==> src/tmr_cfg.svh <==
// Register offsets, field positions, reset values and tick counts for the timer pair
`ifndef TMR_CFG_SVH
`define TMR_CFG_SVH

// Byte offsets on the register bus
`define OFS_CTRL 32'h0000_0000
`define OFS_MODE 32'h0000_0004
`define OFS_T0L 32'h0000_0008
`define OFS_T0H 32'h0000_000c
`define OFS_T1L 32'h0000_0010
`define OFS_T1H 32'h0000_0014
`define OFS_IEN 32'h0000_0018

// Decoded register index
`define IDX_CTRL 3'h0
`define IDX_MODE 3'h1
`define IDX_T0L 3'h2
`define IDX_T0H 3'h3
`define IDX_T1L 3'h4
`define IDX_T1H 3'h5
`define IDX_IEN 3'h6
`define IDX_NONE 3'h7

// timer_control_reg bits
`define CTL_T1_OVF 7
`define CTL_T1_RUN 6
`define CTL_T0_OVF 5
`define CTL_T0_RUN 4
`define CTL_X1_FLAG 3
`define CTL_X1_EDGE 2
`define CTL_X0_FLAG 1
`define CTL_X0_EDGE 0

// irq_enable_reg bits
`define IEN_ALL 7
`define IEN_T1 3
`define IEN_T0 1

`define RST_BYTE 8'h00
`define PER_CLKS 3'h6
`define PRESC_MAX 5'h1f
`define RESP_OKAY 2'h0
`define RESP_DECERR 2'h3

`endif

==> src/tmr_pkg.sv <==
// Types shared by the timer pair
package tmr_pkg;
   typedef enum logic [1:0] {MODE_13BIT, MODE_16BIT, MODE_RELOAD, MODE_SPLIT} mode_e;
   typedef struct packed {
      logic gate;
      logic src;
      logic [1:0] mode;
   } tmr_cfg_s;
   typedef struct packed {
      logic [31:0] awaddr;
      logic awvalid;
      logic [31:0] wdata;
      logic [3:0] wstrb;
      logic wvalid;
      logic bready;
      logic [31:0] araddr;
      logic arvalid;
      logic rready;
   } axil_req_s;
   typedef struct packed {
      logic awready;
      logic wready;
      logic [1:0] bresp;
      logic bvalid;
      logic arready;
      logic [31:0] rdata;
      logic [1:0] rresp;
      logic rvalid;
   } axil_rsp_s;
endpackage : tmr_pkg

==> src/tmr_pair.sv <==
// Two timer/counters with AXI4-Lite registers, tick divider and pin sampling
`timescale 1ns/1ps
`include "tmr_cfg.svh"
module tmr_pair (
   // Clock and reset
   input wire logic aclk,
   input wire logic aresetn,
   // Register bus
   input wire tmr_pkg::axil_req_s s_req,
   output tmr_pkg::axil_rsp_s s_rsp,
   // External pins
   input wire logic t0_pin,
   input wire logic t1_pin,
   input wire logic ext_irq0_pin,
   input wire logic ext_irq1_pin,
   // CPU interrupt side and timer 1 baud tick
   input wire logic irq_ack_t0,
   input wire logic irq_ack_t1,
   output logic t0_irq,
   output logic t1_irq,
   output logic t1_baud_tick
);
   function automatic logic [2:0] reg_idx(input logic [31:0] a);
      if (a == `OFS_CTRL) reg_idx = `IDX_CTRL;
      else if (a == `OFS_MODE) reg_idx = `IDX_MODE;
      else if (a == `OFS_T0L) reg_idx = `IDX_T0L;
      else if (a == `OFS_T0H) reg_idx = `IDX_T0H;
      else if (a == `OFS_T1L) reg_idx = `IDX_T1L;
      else if (a == `OFS_T1H) reg_idx = `IDX_T1H;
      else if (a == `OFS_IEN) reg_idx = `IDX_IEN;
      else reg_idx = `IDX_NONE;
   endfunction : reg_idx

   ////////////////////////////////////////////////////////////////////////////
   // Pin synchronisers and peripheral tick

   logic [3:0] sync1_q, sync2_q;
   logic [1:0] samp_q;
   logic [1:0] irqp_q;
   logic [2:0] div_q;
   wire [3:0] pins = {ext_irq1_pin, ext_irq0_pin, t1_pin, t0_pin};
   wire [1:0] cnt_pin_s = sync2_q[1:0];
   wire [1:0] irq_pin_s = sync2_q[3:2];
   wire periph_tick = div_q == `PER_CLKS - 3'h1;
   wire [1:0] cnt_fall = {2{periph_tick}} & samp_q & ~cnt_pin_s;
   wire [1:0] irq_fall = irqp_q & ~irq_pin_s;

   always_ff @(posedge aclk) begin
      if (!aresetn) begin
         sync1_q <= 4'h0;
         sync2_q <= 4'h0;
         irqp_q <= 2'h0;
      end else begin
         sync1_q <= pins;
         sync2_q <= sync1_q;
         irqp_q <= irq_pin_s;
      end
   end

   always_ff @(posedge aclk) begin
      if (!aresetn) begin
         div_q <= 3'h0;
         samp_q <= 2'h0;
      end else begin
         div_q <= periph_tick ? 3'h0 : div_q + 3'h1;
         if (periph_tick) samp_q <= cnt_pin_s;
      end
   end

   ////////////////////////////////////////////////////////////////////////////
   // Bus slave

   logic aw_q, w_q, bvalid_q, rvalid_q;
   logic [31:0] awaddr_q, wdata_q, rdata_q;
   logic [3:0] wstrb_q;
   logic [1:0] bresp_q, rresp_q;
   logic [7:0] ctl_q, ctl_d, mode_q, ien_q;
   logic [7:0] t0l, t0h, t1l, t1h;

   wire wr_go = aw_q && w_q && !bvalid_q;
   wire [2:0] wi = reg_idx(awaddr_q);
   wire wr_b = wr_go && wstrb_q[0];
   wire rd_go = s_req.arvalid && !rvalid_q;
   wire [2:0] ri = reg_idx(s_req.araddr);
   wire [7:0] rd_byte = (ri == `IDX_CTRL) ? ctl_q :
                        (ri == `IDX_MODE) ? mode_q :
                        (ri == `IDX_T0L) ? t0l :
                        (ri == `IDX_T0H) ? t0h :
                        (ri == `IDX_T1L) ? t1l :
                        (ri == `IDX_T1H) ? t1h :
                        (ri == `IDX_IEN) ? ien_q : `RST_BYTE;

   always_ff @(posedge aclk) begin
      if (!aresetn) begin
         aw_q <= 1'b0;
         w_q <= 1'b0;
         awaddr_q <= 32'h0000_0000;
         wdata_q <= 32'h0000_0000;
         wstrb_q <= 4'h0;
      end else begin
         if (s_req.awvalid && s_rsp.awready) begin
            aw_q <= 1'b1;
            awaddr_q <= s_req.awaddr;
         end else if (wr_go) begin
            aw_q <= 1'b0;
         end
         if (s_req.wvalid && s_rsp.wready) begin
            w_q <= 1'b1;
            wdata_q <= s_req.wdata;
            wstrb_q <= s_req.wstrb;
         end else if (wr_go) begin
            w_q <= 1'b0;
         end
      end
   end

   always_ff @(posedge aclk) begin
      if (!aresetn) begin
         bvalid_q <= 1'b0;
         bresp_q <= `RESP_OKAY;
         rvalid_q <= 1'b0;
         rdata_q <= 32'h0000_0000;
         rresp_q <= `RESP_OKAY;
      end else begin
         if (wr_go) begin
            bvalid_q <= 1'b1;
            bresp_q <= (wi == `IDX_NONE) ? `RESP_DECERR : `RESP_OKAY;
         end else if (s_req.bready) begin
            bvalid_q <= 1'b0;
         end
         if (rd_go) begin
            rvalid_q <= 1'b1;
            rdata_q <= {24'h00_0000, rd_byte};
            rresp_q <= (ri == `IDX_NONE) ? `RESP_DECERR : `RESP_OKAY;
         end else if (s_req.rready) begin
            rvalid_q <= 1'b0;
         end
      end
   end

   assign s_rsp.awready = !aw_q && !bvalid_q;
   assign s_rsp.wready = !w_q && !bvalid_q;
   assign s_rsp.bvalid = bvalid_q;
   assign s_rsp.bresp = bresp_q;
   assign s_rsp.arready = !rvalid_q;
   assign s_rsp.rvalid = rvalid_q;
   assign s_rsp.rdata = rdata_q;
   assign s_rsp.rresp = rresp_q;

   ////////////////////////////////////////////////////////////////////////////
   // Run control, gating and sources

   // Timer 1 takes the upper mode nibble
   wire tmr_pkg::tmr_cfg_s t0c = tmr_pkg::tmr_cfg_s'(mode_q[3:0]);
   wire tmr_pkg::tmr_cfg_s t1c = tmr_pkg::tmr_cfg_s'(mode_q[7:4]);
   wire tmr_pkg::mode_e t0_mode = tmr_pkg::mode_e'(t0c.mode);
   wire tmr_pkg::mode_e t1_mode = tmr_pkg::mode_e'(t1c.mode);
   wire t0_split = t0_mode == tmr_pkg::MODE_SPLIT;
   // Split timer 0 owns timer 1's run bit, so timer 1 free-runs
   wire t1_run = t0_split || ctl_q[`CTL_T1_RUN];
   // Gate needs irq pin high as well as run
   wire t0_en = ctl_q[`CTL_T0_RUN] && (!t0c.gate || irq_pin_s[0]);
   wire t1_en = t1_run && (!t1c.gate || irq_pin_s[1]);
   // Single tick enable qualifies every increment
   wire t0_inc = t0_en && (t0c.src ? cnt_fall[0] : periph_tick);
   wire t1_inc = t1_en && (t1c.src ? cnt_fall[1] : periph_tick);
   // High half counts ticks under timer 1 run bit
   wire t0_inc_hi = t0_split && ctl_q[`CTL_T1_RUN] && periph_tick;
   wire t0_ovf, t0_ovf_hi, t1_ovf;
   wire t1_flag_set = t0_split ? t0_ovf_hi : t1_ovf;

   tmr_unit #(.HAS_SPLIT(1'b1)) u_t0 (
      .aclk(aclk),
      .aresetn(aresetn),
      .mode(t0_mode),
      .inc_lo(t0_inc),
      .inc_hi(t0_inc_hi),
      .wr_lo(wr_b && wi == `IDX_T0L),
      .wr_hi(wr_b && wi == `IDX_T0H),
      .wdata(wdata_q[7:0]),
      .cnt_lo(t0l),
      .cnt_hi(t0h),
      .ovf(t0_ovf),
      .ovf_hi(t0_ovf_hi)
   );

   // Timer 1 has no split and holds in mode 3
   tmr_unit #(.HAS_SPLIT(1'b0)) u_t1 (
      .aclk(aclk),
      .aresetn(aresetn),
      .mode(t1_mode),
      .inc_lo(t1_inc),
      .inc_hi(1'b0),
      .wr_lo(wr_b && wi == `IDX_T1L),
      .wr_hi(wr_b && wi == `IDX_T1H),
      .wdata(wdata_q[7:0]),
      .cnt_lo(t1l),
      .cnt_hi(t1h),
      .ovf(t1_ovf),
      .ovf_hi()
   );

   ////////////////////////////////////////////////////////////////////////////
   // Control register, flags and interrupt requests

   always_comb begin
      ctl_d = ctl_q;
      if (wr_b && wi == `IDX_CTRL) ctl_d = wdata_q[7:0];
      if (irq_ack_t0) ctl_d[`CTL_T0_OVF] = 1'b0;
      if (irq_ack_t1) ctl_d[`CTL_T1_OVF] = 1'b0;
      // Edge mode latches falling edge, level mode sets the flag while the pin is low
      if (ctl_q[`CTL_X0_EDGE] ? irq_fall[0] : !irq_pin_s[0]) ctl_d[`CTL_X0_FLAG] = 1'b1;
      if (ctl_q[`CTL_X1_EDGE] ? irq_fall[1] : !irq_pin_s[1]) ctl_d[`CTL_X1_FLAG] = 1'b1;
      // Wrap sets flag; set beats any clear
      if (t0_ovf) ctl_d[`CTL_T0_OVF] = 1'b1;
      if (t1_flag_set) ctl_d[`CTL_T1_OVF] = 1'b1;
   end

   always_ff @(posedge aclk) begin
      if (!aresetn) begin
         ctl_q <= `RST_BYTE;
         mode_q <= `RST_BYTE;
         ien_q <= `RST_BYTE;
      end else begin
         ctl_q <= ctl_d;
         if (wr_b && wi == `IDX_MODE) mode_q <= wdata_q[7:0];
         if (wr_b && wi == `IDX_IEN) ien_q <= wdata_q[7:0];
      end
   end

   always_ff @(posedge aclk) begin
      if (!aresetn) begin
         t0_irq <= 1'b0;
         t1_irq <= 1'b0;
         t1_baud_tick <= 1'b0;
      end else begin
         t0_irq <= ctl_q[`CTL_T0_OVF] && ien_q[`IEN_T0] && ien_q[`IEN_ALL];
         t1_irq <= ctl_q[`CTL_T1_OVF] && ien_q[`IEN_T1] && ien_q[`IEN_ALL];
         // Timer 1 overflow drives the baud clock
         t1_baud_tick <= t1_ovf;
      end
   end
endmodule : tmr_pair

==> src/tmr_unit.sv <==
// One timer/counter: count bytes and mode datapath
`timescale 1ns/1ps
`include "tmr_cfg.svh"
module tmr_unit #(
   parameter bit HAS_SPLIT = 1'b0
) (
   // Clock and reset
   input wire logic aclk,
   input wire logic aresetn,
   // Control
   input wire tmr_pkg::mode_e mode,
   input wire logic inc_lo,
   input wire logic inc_hi,
   // Software writes
   input wire logic wr_lo,
   input wire logic wr_hi,
   input wire logic [7:0] wdata,
   // Status
   output logic [7:0] cnt_lo,
   output logic [7:0] cnt_hi,
   output logic ovf,
   output logic ovf_hi
);
   logic [7:0] lo_q, lo_d, hi_q, hi_d;
   wire lo5_full = lo_q[4:0] == `PRESC_MAX;
   wire lo_full = lo_q == 8'hff;
   wire hi_full = hi_q == 8'hff;

   always_comb begin
      lo_d = lo_q;
      hi_d = hi_q;
      ovf = 1'b0;
      ovf_hi = 1'b0;
      case (mode)
         tmr_pkg::MODE_13BIT: if (inc_lo) begin
            lo_d[4:0] = lo_q[4:0] + 5'h01;
            if (lo5_full) begin
               hi_d = hi_q + 8'h01;
               ovf = hi_full;
            end
         end
         tmr_pkg::MODE_16BIT: if (inc_lo) begin
            lo_d = lo_q + 8'h01;
            if (lo_full) begin
               hi_d = hi_q + 8'h01;
               ovf = hi_full;
            end
         end
         tmr_pkg::MODE_RELOAD: if (inc_lo) begin
            lo_d = lo_full ? hi_q : lo_q + 8'h01;
            ovf = lo_full;
         end
         // Two 8-bit halves, or hold when split is not offered
         default: if (HAS_SPLIT) begin
            if (inc_lo) begin
               lo_d = lo_q + 8'h01;
               ovf = lo_full;
            end
            if (inc_hi) begin
               hi_d = hi_q + 8'h01;
               ovf_hi = hi_full;
            end
         end
      endcase
      if (wr_lo) lo_d = wdata;
      if (wr_hi) hi_d = wdata;
   end

   always_ff @(posedge aclk) begin
      if (!aresetn) begin
         lo_q <= `RST_BYTE;
         hi_q <= `RST_BYTE;
      end else begin
         lo_q <= lo_d;
         hi_q <= hi_d;
      end
   end

   assign cnt_lo = lo_q;
   assign cnt_hi = hi_q;
endmodule : tmr_unit

==> config.mk <==
export PLATFORM = sky130hd
export DESIGN_NAME = tmr_pair
export DESIGN_NICKNAME = d
export VERILOG_FILES = /design/src/tmr_pkg.sv /design/src/tmr_pair.sv /design/src/tmr_unit.sv
export VERILOG_INCLUDE_DIRS = /design/src /design/src/src
export SDC_FILE = /design/constraint.sdc
export NUM_CORES = 1
export LEC_CHECK = 0
export BUFFER_PORTS_ARGS = -buffer_cell sky130_fd_sc_hd__buf_2
export CORE_ASPECT_RATIO = 0.5
export CORE_MARGIN = 2
export CORE_UTILIZATION = 40
export CTS_CLUSTER_SIZE = 8
export DETAILED_ROUTE_END_ITERATION = 7
export GPL_TIMING_DRIVEN = 0
export PLACE_DENSITY = 0.7
export SYNTH_ARGS = -nofsm -noshare
export SYNTH_HDL_FRONTEND = slang
export SYNTH_SLANG_ARGS = --single-unit
export TNS_END_PERCENT = 1
==> constraint.sdc <==
create_clock -name aclk -period 3.54 [get_ports aclk]
set_clock_uncertainty 0.2 [all_clocks]
set_input_delay 0.885 -clock aclk [delete_from_list [all_inputs] [get_ports aclk]]
set_output_delay 0.885 -clock aclk [all_outputs]
set_load 0.01 [all_outputs]
==> key figures, run 1 <==
Run status
  • Status: completed

Yosys
  • Yosys warnings: 0
  • Number of flops mapped to enable cells by yosys: 0
  • Syn Area/Cell: just over 8 um^2
  • Largest cells by area after synthesis: dfxtp_1, a21oi_1, nand2_1
  • FF+latch count, synth: 129
  • Fraction of registers with async set/reset: 0%
  • Primary FF master, synth: dfxtp_1
  • Register area share after synthesis: a little under two fifths
  • Post-synth top area cell: dfxtp_1
  • Cell Area, Synth: roughly 0.0068 mm^2
  • Synth top area share: 37.9%
  • Synth cell types: 70
  • Syn Inst Count: between 800 and 900

STA
  • Fin. max-slew vios: 0
  • FMAX: ~350 MHz
  • Least-Margin Pin Slew: approximately 0.97 ns
  • Final worst-path cycle share: 80.5%
  • Final Hold Fails: 0
  • RSZ-0062 raised after global routing: no
  • Fin crit period: 2.85 ns
  • Final setup fails: 0
  • Setup TNS: 0 ns
  • Slew headroom: between 30% and 40%

Critical path
  • Crit path to: rdata_q[4]
  • Crit Path Class: primary input to flop
  • Critical path arrival: between 2 and 3 ns
  • FF-to-FF setup slack: 0.72 ns
  • Reg2Reg Depth: 7
  • Type of origin of the critical path: primary input
  • Maximum fanout along the worst path: 10
  • WP data required: ~3.7 ns
  • Endpoint class of the critical path: flop
  • Worst reg2reg endpoint: u_t0.cnt_lo[6]
  • Critical path origin: s_req[9]
  • RR Startpoint: div_q[0]

Route
  • DRT Pass-1 Iters: 5
  • Via count: 6684
  • Routed Antenna Nets: 0
  • DRC viols: 0
  • Avg WL per Cell: approximately 17 um
  • Initial drt markers: approximately 570
  • Via density: between 5 and 6
  • Final WL: about 20000 um

Layout
  • Finished Cell Area: just over 0.008 mm^2
  • Layout area overhead: 21.6%
  • Diodes inserted: 0
  • Commonest non-fill, non-tap cell in the layout: nand2_1
  • Fill count: roughly 1600
  • Commonest cells after routing, fill and taps aside: nand2_1, dfxtp_1, buf_2
  • Layout cell share with drive strength beyond 1: around a fifth
  • # nets final: ~1100

CTS
  • Hold-fix buffers, CTS: 0
  • Clock Path Buffers: 2
  • CTS Buf Count: 17
  • CTS tree: built
  • Worst skew pair latency: 0.43 ns
  • Post-CTS resize count: 0
  • Post CTS Setup Buffer Count: 0
  • Clock sink count: about 130
  • H-tree lvl count: 4
  • Root buffer cell: clkbuf_16
  • Clk slew on worst S/H paths: ~0.060 ns

Flow run
  • Max-Cap Viols: 0

Place
  • DP HPWL: roughly 15000 um
  • Placed cell areas: approximately 0.0077 mm^2
  • GPL Wtd Cong: 0.930
  • I/O Buffers: between 100 and 150

Floorplan
  • Initial core utilization: 41.2%
  • Total core area: 0.0165 mm^2
  • DIE WIDTH: approximately 190 um
  • I/O pins: ~160
  • Die Y-Extent: 96.2 um
  • Rows: 33
  • Die area: around 0.018 mm^2

Global route
  • Largest net degree at the start of global routing: 17
  • Global route overflow: 0
  • GRT Overall Usage: 22.6%
  • Number of antenna violations at the first check in global routing: 1
  • Vias in the first global route: ~6000
  • First-pass GRT wire length: 31400 um

Power
  • Worst VDD drop: 0.000259 V
  • PwrDens: 437 mW/mm^2
  • Leakage: between 3 and 4 nW

Worst hold path
  • Hold Path Class: flop to flop
==> area by class of cell <==
type / instances / area [um^2] / share of cell area [%]
buffer: 72 / 410 / 4.96
timing repair buffer: 103 / 515 / 6.23
inverter: 19 / 71.3 / 0.862
sequential: 129 / 2580 / 31.2
tap: 227 / 284 / 3.43
clock buffer: 18 / 439 / 5.31
clock inverter: 14 / 144 / 1.74
multi-input combinational: 649 / 3830 / 46.3
==> report_power, final <==
| group | switching, mW | internal [mW] | total (mW) |
|---|---|---|---|
| combinational | 0.207 | 0.137 | 0.343 |
| clock | 0.719 | 1.01 | 1.72 |
| sequential | 0.0491 | 1.50 | 1.55 |
==> worst min-delay path by stage <==
stage	end	startpoint	slack [ns]	cells after the start
after global routing	sync2_q[0]	sync1_q[0]	0.25	1
after global placement	sync2_q[2]	sync1_q[2]	0.22	1
after detailed placement	sync2_q[3]	sync1_q[3]	0.22	1
final	sync2_q[3]	sync1_q[3]	0.23	1
after CTS	sync2_q[2]	sync1_q[2]	0.24	1
after floorplan	sync2_q[0]	sync1_q[0]	0.21	1
==> per-layer routing <==
| metal | track usage, % | routed length, um |
|---|---|---|
| met5 | 0 | 11 |
| met4 | 7.88 | 430 |
| met3 | 5.69 | 1940 |
| met2 | 36.9 | 9040 |
| met1 | 29.3 | 9050 |
==> flip-flops by register name, indices dropped and copies added, names as in the netlist, 2 cells and up <==
name,cells
awaddr_q,32
ctl_q,8
div_q,3
ien_q,8
irqp_q,2
mode_q,8
rdata_q,8
samp_q,2
sync1_q,4
sync2_q,4
u_t0.cnt_hi,8
u_t0.cnt_lo,8
u_t1.cnt_hi,8
u_t1.cnt_lo,8
wdata_q,8
==> critical path, stage by stage <==
cell,delay [ns]
buf_2,0.10
nor4_1,0.83
and3_1,0.34
buf_2,0.23
a21oi_1,0.07
o211ai_1,0.22
nand2_1,0.09
a211oi_1,0.22
==> per-stage QoR <==
step / hold slack [ns] / power [mW] / util (%) / std cells / setup WS (ns)
after global routing: 0.251 / 3.74 / 50.1 / 1231 / 0.548
after floorplan: 0.212 / 1.78 / - / 869 / 1.05
after detailed placement: 0.220 / 1.92 / 46.6 / 1199 / 0.396
final: 0.235 / 3.62 / 50.1 / 1231 / 0.689
after global placement: 0.216 / 1.91 / 46.6 / 1199 / 0.393
after CTS: 0.236 / 3.63 / 50.1 / 1231 / 0.815
==> Yosys cell counts (4+ instances only) <==
cell type,n
nor4_2,6
o2bb2ai_1,5
xnor2_1,8
mux2i_1,30
nor2_1,72
o22ai_1,19
nand3_1,18
clkbuf_1,28
o21ai_0,32
nand4_1,13
nor3_1,13
xor2_1,6
and2_1,12
dfxtp_1,129
nor2b_1,12
nand3_4,4
nand2b_1,10
inv_1,17
buf_4,32
nor4_1,14
and3_1,12
o21a_1,6
a32o_1,4
a211oi_1,8
nand2_1,137
a21oi_1,107
buf_2,10
ha_1,12
o211ai_1,8
==> cells by family after synthesis <==
group | Yosys count | synth area share (%)
buffers and inverters | 91 | 7.08
adders and majority gates | 12 | 2.21
and+or+nand+nor | 349 | 26.5
other | 1 | 0.0551
xor gates and xnor gates | 14 | 1.80
AOI/OAI and AO/OA | 218 | 19.6
muxes | 32 | 4.74
DFF | 129 | 37.9
No activity file was read; power rests on OpenSTA's default activity.
==> run 2: changes to the inputs <==
==> constraint.sdc (replaced) <==
create_clock -name aclk -period 2.72 [get_ports aclk]
set_clock_uncertainty 0.2 [all_clocks]
set_input_delay 0.68 -clock aclk [delete_from_list [all_inputs] [get_ports aclk]]
set_output_delay 0.68 -clock aclk [all_outputs]
set_load 0.01 [all_outputs]
==> run 2 against run 1 <==
Clock power up 30%. Via count rose by 0.42%. Wire length grew 0.41%. Core utilization rose by 0.068 points. Final area rose by 0.14%. Power up 30%. First-iteration DRC count fell by 6.2%. Sequential share of layout area about the same. Setup slack got worse by 0.54 ns. Clock-buffer cell count did not move.
==> key figures, run 2 (synthesis results as in run 1) <==
Route
  • Avg WL per Cell: 16.7 um
  • Via count: 6712
  • Final WL: 20600 um
  • DRT Pass-1 Iters: 5
  • Initial drt markers: approximately 530
  • Via density: around 5.5
  • Routed Antenna Nets: 0
  • DRC viols: 0

Place
  • GPL Wtd Cong: ~0.93
  • Placed Cells: around 1200
  • I/O Buffers: between 100 and 150
  • Placed cell areas: 0.00769 mm^2
  • Pre-CTS setup slack: -0.219 ns
  • DP HPWL: ~15000 um

STA
  • Least-Margin Pin Slew: around 0.88 ns
  • FMAX: 389 MHz
  • Final Hold Fails: 0
  • Slew headroom: 40.9%
  • RSZ-0062 raised after global routing: no
  • Final setup fails: 0
  • WHS: roughly 0.23 ns
  • Fin crit period: about 2.6 ns
  • Final worst-path cycle share: 94.4%
  • Setup ws final: 0.152 ns
  • Setup TNS: 0 ns
  • Fin. max-slew vios: 0

CTS
  • Root buffer cell: clkbuf_16
  • Worst skew pair latency: 0.43 ns
  • Clock Path Buffers: 2
  • CTS Buf Count: 17
  • Clock sink count: around 130
  • Clk slew on worst S/H paths: 0.06 ns
  • CTS tree: built
  • Post CTS Setup Buffer Count: 0
  • H-tree lvl count: 4

Layout
  • Non-filler cells, final: approximately 1200
  • Layout Utilization: approximately half
  • Max reg flops: 32
  • # nets final: 1116
  • Layout area overhead: 21.8%
  • Commonest non-fill, non-tap cell in the layout: nand2_1
  • Diodes inserted: 0
  • Layout cell share with drive strength beyond 1: a little over a fifth
  • Finished Cell Area: about 0.0083 mm^2
  • Commonest cells after routing, fill and taps aside: nand2_1, dfxtp_1, buf_2
  • Biggest register: awaddr_q

Global route
  • Largest net degree at the start of global routing: 17
  • First-pass GRT wire length: 31400 um
  • Vias in the first global route: roughly 6000
  • GRT Overall Usage: roughly 23%
  • Global route overflow: 0
  • Number of antenna violations at the first check in global routing: 1

Power
  • Worst VDD drop: around 0.00033 V
  • PwrDens: between 500 and 600 mW/mm^2
  • Tot Pwr: 4.70 mW
  • Leakage: 3.37 nW

Critical path
  • Crit Path Class: primary input to flop
  • WP data required: roughly 2.9 ns
  • Critical path origin: s_req[9]
  • Crit path to: rdata_q[4]
  • Type of origin of the critical path: primary input
  • Worst reg2reg endpoint: u_t1.cnt_lo[7]
  • RR Startpoint: mode_q[4]
  • Maximum fanout along the worst path: 10
  • Critical path arrival: about 2.7 ns
  • Reg2Reg Depth: 8
  • Endpoint class of the critical path: flop
  • FF-to-FF setup slack: between 0.15 and 0.2 ns

Run status
  • Status: completed

Floorplan
  • I/O pins: between 150 and 200
  • DIE WIDTH: between 150 and 200 um
  • Die area: approximately 0.018 mm^2
  • Total core area: between 0.015 and 0.02 mm^2
  • Rows: 33
  • Die Y-Extent: 96.2 um
  • Initial core utilization: between 40% and 50%

Worst hold path
  • Hold Path Class: flop to flop

Flow run
  • Max-Cap Viols: 0
run 2: cell types whose count changed in the layout (fill, tap and decap cells not counted):
cell / change
a211oi_1: -1
nor4_1: -1
a211oi_2: +1
nor4_2: +1
run 2: worst min path at each step:
stage	endpoint	depth (start not counted)	from
after global routing	rvalid_q	2	s_req[0]
after detailed placement	sync2_q[3]	1	sync1_q[3]
after floorplan	sync2_q[0]	1	sync1_q[0]
after CTS	rvalid_q	2	s_req[0]
after global placement	sync2_q[2]	1	sync1_q[2]
final	sync2_q[3]	1	sync1_q[3]
run 2: what timing repair did:
item / CTS / global route
endpoints found under the hold margin: 0 / 0
resized for setup: 1 / 1
hold buffers: 0 / 0
gates cloned: 0 / 0
setup endpoints to repair: 1 / 1
run 2: cell type report:
cell class,count,area [um^2]
clock buffer,18,439
buffer,72,410
timing repair buffer,103,515
multi-input combinational,649,3840
tap,227,284
sequential,129,2580
inverter,19,71.3
fill,1584,8230
clock inverter,14,144
run 2: worst max-delay path, cell delays in order:
cell	delay [ns]
buf_2	0.10
nor4_1	0.76
and3_1	0.33
buf_2	0.23
a21oi_1	0.07
o211ai_1	0.22
nand2_1	0.09
a211oi_1	0.22
run 2: where the power goes:
group | switching, mW | total (mW) | leakage (nW) | internal, mW
logic | 0.269 | 0.447 | 2.04 | 0.178
clock network | 0.928 | 2.24 | 0.281 | 1.31
registers | 0.0654 | 2.02 | 1.05 | 1.95
run 2: per-layer routing:
metal / GRT usage [%] / vias to the layer above / routed length (um)
met5: 0 / - / 11
met4: 7.94 / 2 / 384
met3: 5.91 / 42 / 1990
met2: 36.8 / 287 / 9050
met1: 29.2 / 3134 / 9120
li1: - / 3247 / -
==> run 3: changes to the inputs <==
--- a/config.mk
+++ b/config.mk
@@ -6,6 +6,7 @@
 export SDC_FILE = /design/constraint.sdc
 export NUM_CORES = 1
 export LEC_CHECK = 0
+export ABC_AREA = 1
 export BUFFER_PORTS_ARGS = -buffer_cell sky130_fd_sc_hd__buf_2
 export CORE_ASPECT_RATIO = 0.5
 export CORE_MARGIN = 2
@@ -14,6 +15,7 @@
 export DETAILED_ROUTE_END_ITERATION = 7
 export GPL_TIMING_DRIVEN = 0
 export PLACE_DENSITY = 0.7
+export RECOVER_POWER = 100
 export SYNTH_ARGS = -nofsm -noshare
 export SYNTH_HDL_FRONTEND = slang
 export SYNTH_SLANG_ARGS = --single-unit
==> run 3 against run 2 <==
Sequential cell count is the same. First-iteration DRC count shrank 15%. Via count grew 1.4%. Largest cell class unchanged. Non-clock buffer count shrank 9. Register-to-register slack lost 0.02 ns. Fmax grew 0.27%. Sequential power is essentially flat. Critical endpoint is now u_t0.cnt_lo[5]. Clock power grew 5%. Combinational power shrank 5.1%. Die area shrank 1.4%. Power grew 2.3%.
==> key figures, run 3 <==
Run status
  • Status: completed

Yosys
  • Syn Inst Count: 960
  • Largest cells by area after synthesis: dfxtp_1, nand2_1, nor2_1
  • Post-synth top area cell: dfxtp_1
  • Primary FF master, synth: dfxtp_1
  • Register area share after synthesis: about two fifths
  • Number of flops mapped to enable cells by yosys: 0
  • Synth top area share: between 30% and 40%
  • Top-count cell post-synth: nand2_1
  • Commonest cells in the synthesized netlist: nand2_1, nor2_1, dfxtp_1, a21oi_1
  • Yosys warnings: 0
  • Synth cell types: between 40 and 50
  • Cell Area, Synth: around 0.0067 mm^2
  • Syn Area/Cell: 6.99 um^2
  • FF+latch count, synth: between 100 and 150
  • Fraction of registers with async set/reset: 0%

Critical path
  • Worst reg2reg endpoint: u_t0.cnt_lo[5]
  • RR Startpoint: u_t0.cnt_lo[0]
  • Critical path arrival: between 2 and 3 ns
  • Reg2Reg Depth: 14
  • Critical path origin: u_t0.cnt_lo[0]
  • FF-to-FF setup slack: between 0.15 and 0.2 ns
  • Maximum fanout along the worst path: 9
  • WP data required: roughly 2.8 ns
  • Endpoint class of the critical path: flop
  • Crit Path Class: flop to flop
  • Type of origin of the critical path: flop

Power
  • P_int: roughly 3.5 mW
  • Worst VDD drop: 0.000361 V
  • PwrDens: 584 mW/mm^2
  • Comb pwr share: ~8.8%
  • Switching part of the total: between 20 and 30%
  • Sequential share of power: a little over two fifths
  • Clock Power Share: about 50%
  • Leakage: around 3.4 nW
  • Sw Pwr: between 1 and 1.5 mW

Floorplan
  • DIE WIDTH: between 150 and 200 um
  • Die area: 0.0179 mm^2
  • Total core area: 0.0164 mm^2
  • Rows: 33
  • Die Y-Extent: around 96 um
  • I/O pins: 157
  • Initial core utilization: around 41%

Worst hold path
  • Endpoint, Worst Hold: sync2_q[2]
  • Depth of the worst hold-timing path: 2
  • Worst hold start: sync1_q[2]
  • Hold Path Class: flop to flop

CTS
  • CTS tree: built
  • H-tree lvl count: 4
  • Root buffer cell: clkbuf_16
  • Clock Path Buffers: 2
  • Clk slew on worst S/H paths: around 0.07 ns
  • Hold-fix buffers, CTS: 0
  • CTS Buf Count: 17
  • Worst skew pair latency: roughly 0.43 ns
  • Clock sink count: between 100 and 150

Route
  • DRC viols: 0
  • Via count: 6807
  • Initial drt markers: 450
  • Avg WL per Cell: between 10 and 15 um
  • Routed Antenna Nets: 0
  • Final WL: between 20000 and 25000 um
  • DRT Pass-1 Iters: 5
  • Via density: just over 5

STA
  • Fin. max-slew vios: 0
  • Least-Margin Pin Slew: 1.00 ns
  • Fin crit period: about 2.6 ns
  • Final worst-path cycle share: a little over nine tenths
  • Setup TNS: 0 ns
  • Final Hold Fails: 0
  • Final setup fails: 0
  • RSZ-0062 raised after global routing: yes
  • FMAX: a little under 400 MHz
  • Slew headroom: between 30% and 40%

Place
  • Placed cell areas: ~0.0076 mm^2
  • DP HPWL: 15200 um
  • GPL Wtd Cong: 0.959
  • Placed Cells: roughly 1300
  • I/O Buffers: about 110

Layout
  • Max reg flops: 32
  • Commonest non-fill, non-tap cell in the layout: nand2_1
  • Layout cell share with drive strength beyond 1: 18.3%
  • Layout Utilization: about half
  • Layout area overhead: 22.9%
  • # nets final: roughly 1200
  • Non-filler cells, final: between 1000 and 1500
  • Finished Cell Area: ~0.008 mm^2
  • Diodes inserted: 0
  • Commonest cells after routing, fill and taps aside: nand2_1, nor2_1, dfxtp_1
  • Biggest register: awaddr_q

Global route
  • Number of antenna violations at the first check in global routing: 1
  • Vias in the first global route: ~6200
  • Global route overflow: 0
  • GRT Overall Usage: 22.6%
  • Largest net degree at the start of global routing: 17
  • First-pass GRT wire length: 31200 um

Flow run
  • Max-Cap Viols: 0
==> run 3: cell types whose count changed after synthesis, sizes merged, moves of 11 or more <==
cell | previous run | this run
o21ai | 33 | 106
nor4 | 22 | 4
nand2 | 139 | 170
nand3 | 23 | 50
mux2i | 30 | 0
and2 | 13 | 0
and3 | 12 | 1
o22ai | 19 | 6
a21oi | 107 | 90
a31oi | 3 | 17
nor2b | 12 | 0
nor2 | 72 | 156
inv | 18 | 98
==> run 3: repair_timing <==
action / 4_1_cts / 5_1_grt
endpoints found under the setup margin: 3 / 22
buffers inserted: 0 / 6
gates resized for setup: 1 / 9
pin swaps: 0 / 3
==> run 3: area by class of cell <==
class,count,area (um^2)
Buffer,55,334
Clock buffer,17,425
Clock inverter,15,188
Fill cell,1629,8150
Inverter,99,372
Multi-Input combinational cell,700,3510
Sequential cell,129,2580
Tap cell,227,284
Timing Repair Buffer,111,547
==> run 3: routing by layer <==
metal	share of wire, %	GRT usage [%]	up-vias
li1	-	-	3436
met1	45	28.0	3060
met2	44	38.3	268
met3	8.3	5.52	41
met4	2.4	9.13	2
met5	0.065	0	-
==> run 3: metrics by stage <==
stage               total power, mW  hold slack (ns)  worst slack [ns]
floorplan                      2.32            0.190             0.278
global route                   4.97            0.230           -0.0101
global placement               2.48            0.198            -0.489
finish                         4.81            0.214             0.159
detailed placement             2.50            0.201            -0.549
CTS                            4.83            0.214            0.0110
==> run 3: kinds of logic after synthesis <==
logic type / Yosys count / synth area share (%)
and+or+nand+nor: 419 / 27.7
adders and majority gates: 12 / 2.24
DFF: 129 / 38.5
other: 1 / 0.0559
buffers and inverters: 154 / 10.6
AOI/OAI and AO/OA: 225 / 18.3
xor gates and xnor gates: 20 / 2.61
==> run 3: worst max-delay path by stage <==
stage	cells past startpoint	endpoint	slack, ns
3_5_place_dp	15	rdata_q[3]	-0.55
5_1_grt	12	mode_q[2]	-0.01
2_1_floorplan	14	rdata_q[7]	0.28
4_1_cts	15	rdata_q[3]	0.01
3_3_place_gp	15	rdata_q[3]	-0.49
6_report	14	u_t0.cnt_lo[5]	0.16
==> run 3: critical path: stages, from the launching register on <==
cell and delay [ns]:
dfxtp_1 0.41, ha_1 0.22, nand2_1 0.07, nor2_1 0.16, nand3_1 0.16, nor3_2 0.16
inv_1 0.07, nor2_1 0.08, inv_1 0.08, nor2_4 0.19, inv_1 0.16, nor2_1 0.11
a211oi_1 0.05, a21oi_1 0.22, a21oi_1 0.09
==> run 3: power groups by stage <==
stage | clock (mW) | combinational [mW] | sequential, mW
finish | 2.36 | 0.424 | 2.03
global route | 2.46 | 0.480 | 2.04
detailed placement | 0 | 0.425 | 2.07
floorplan | 0 | 0.278 | 2.04
CTS | 2.38 | 0.427 | 2.03
global placement | 0 | 0.415 | 2.07
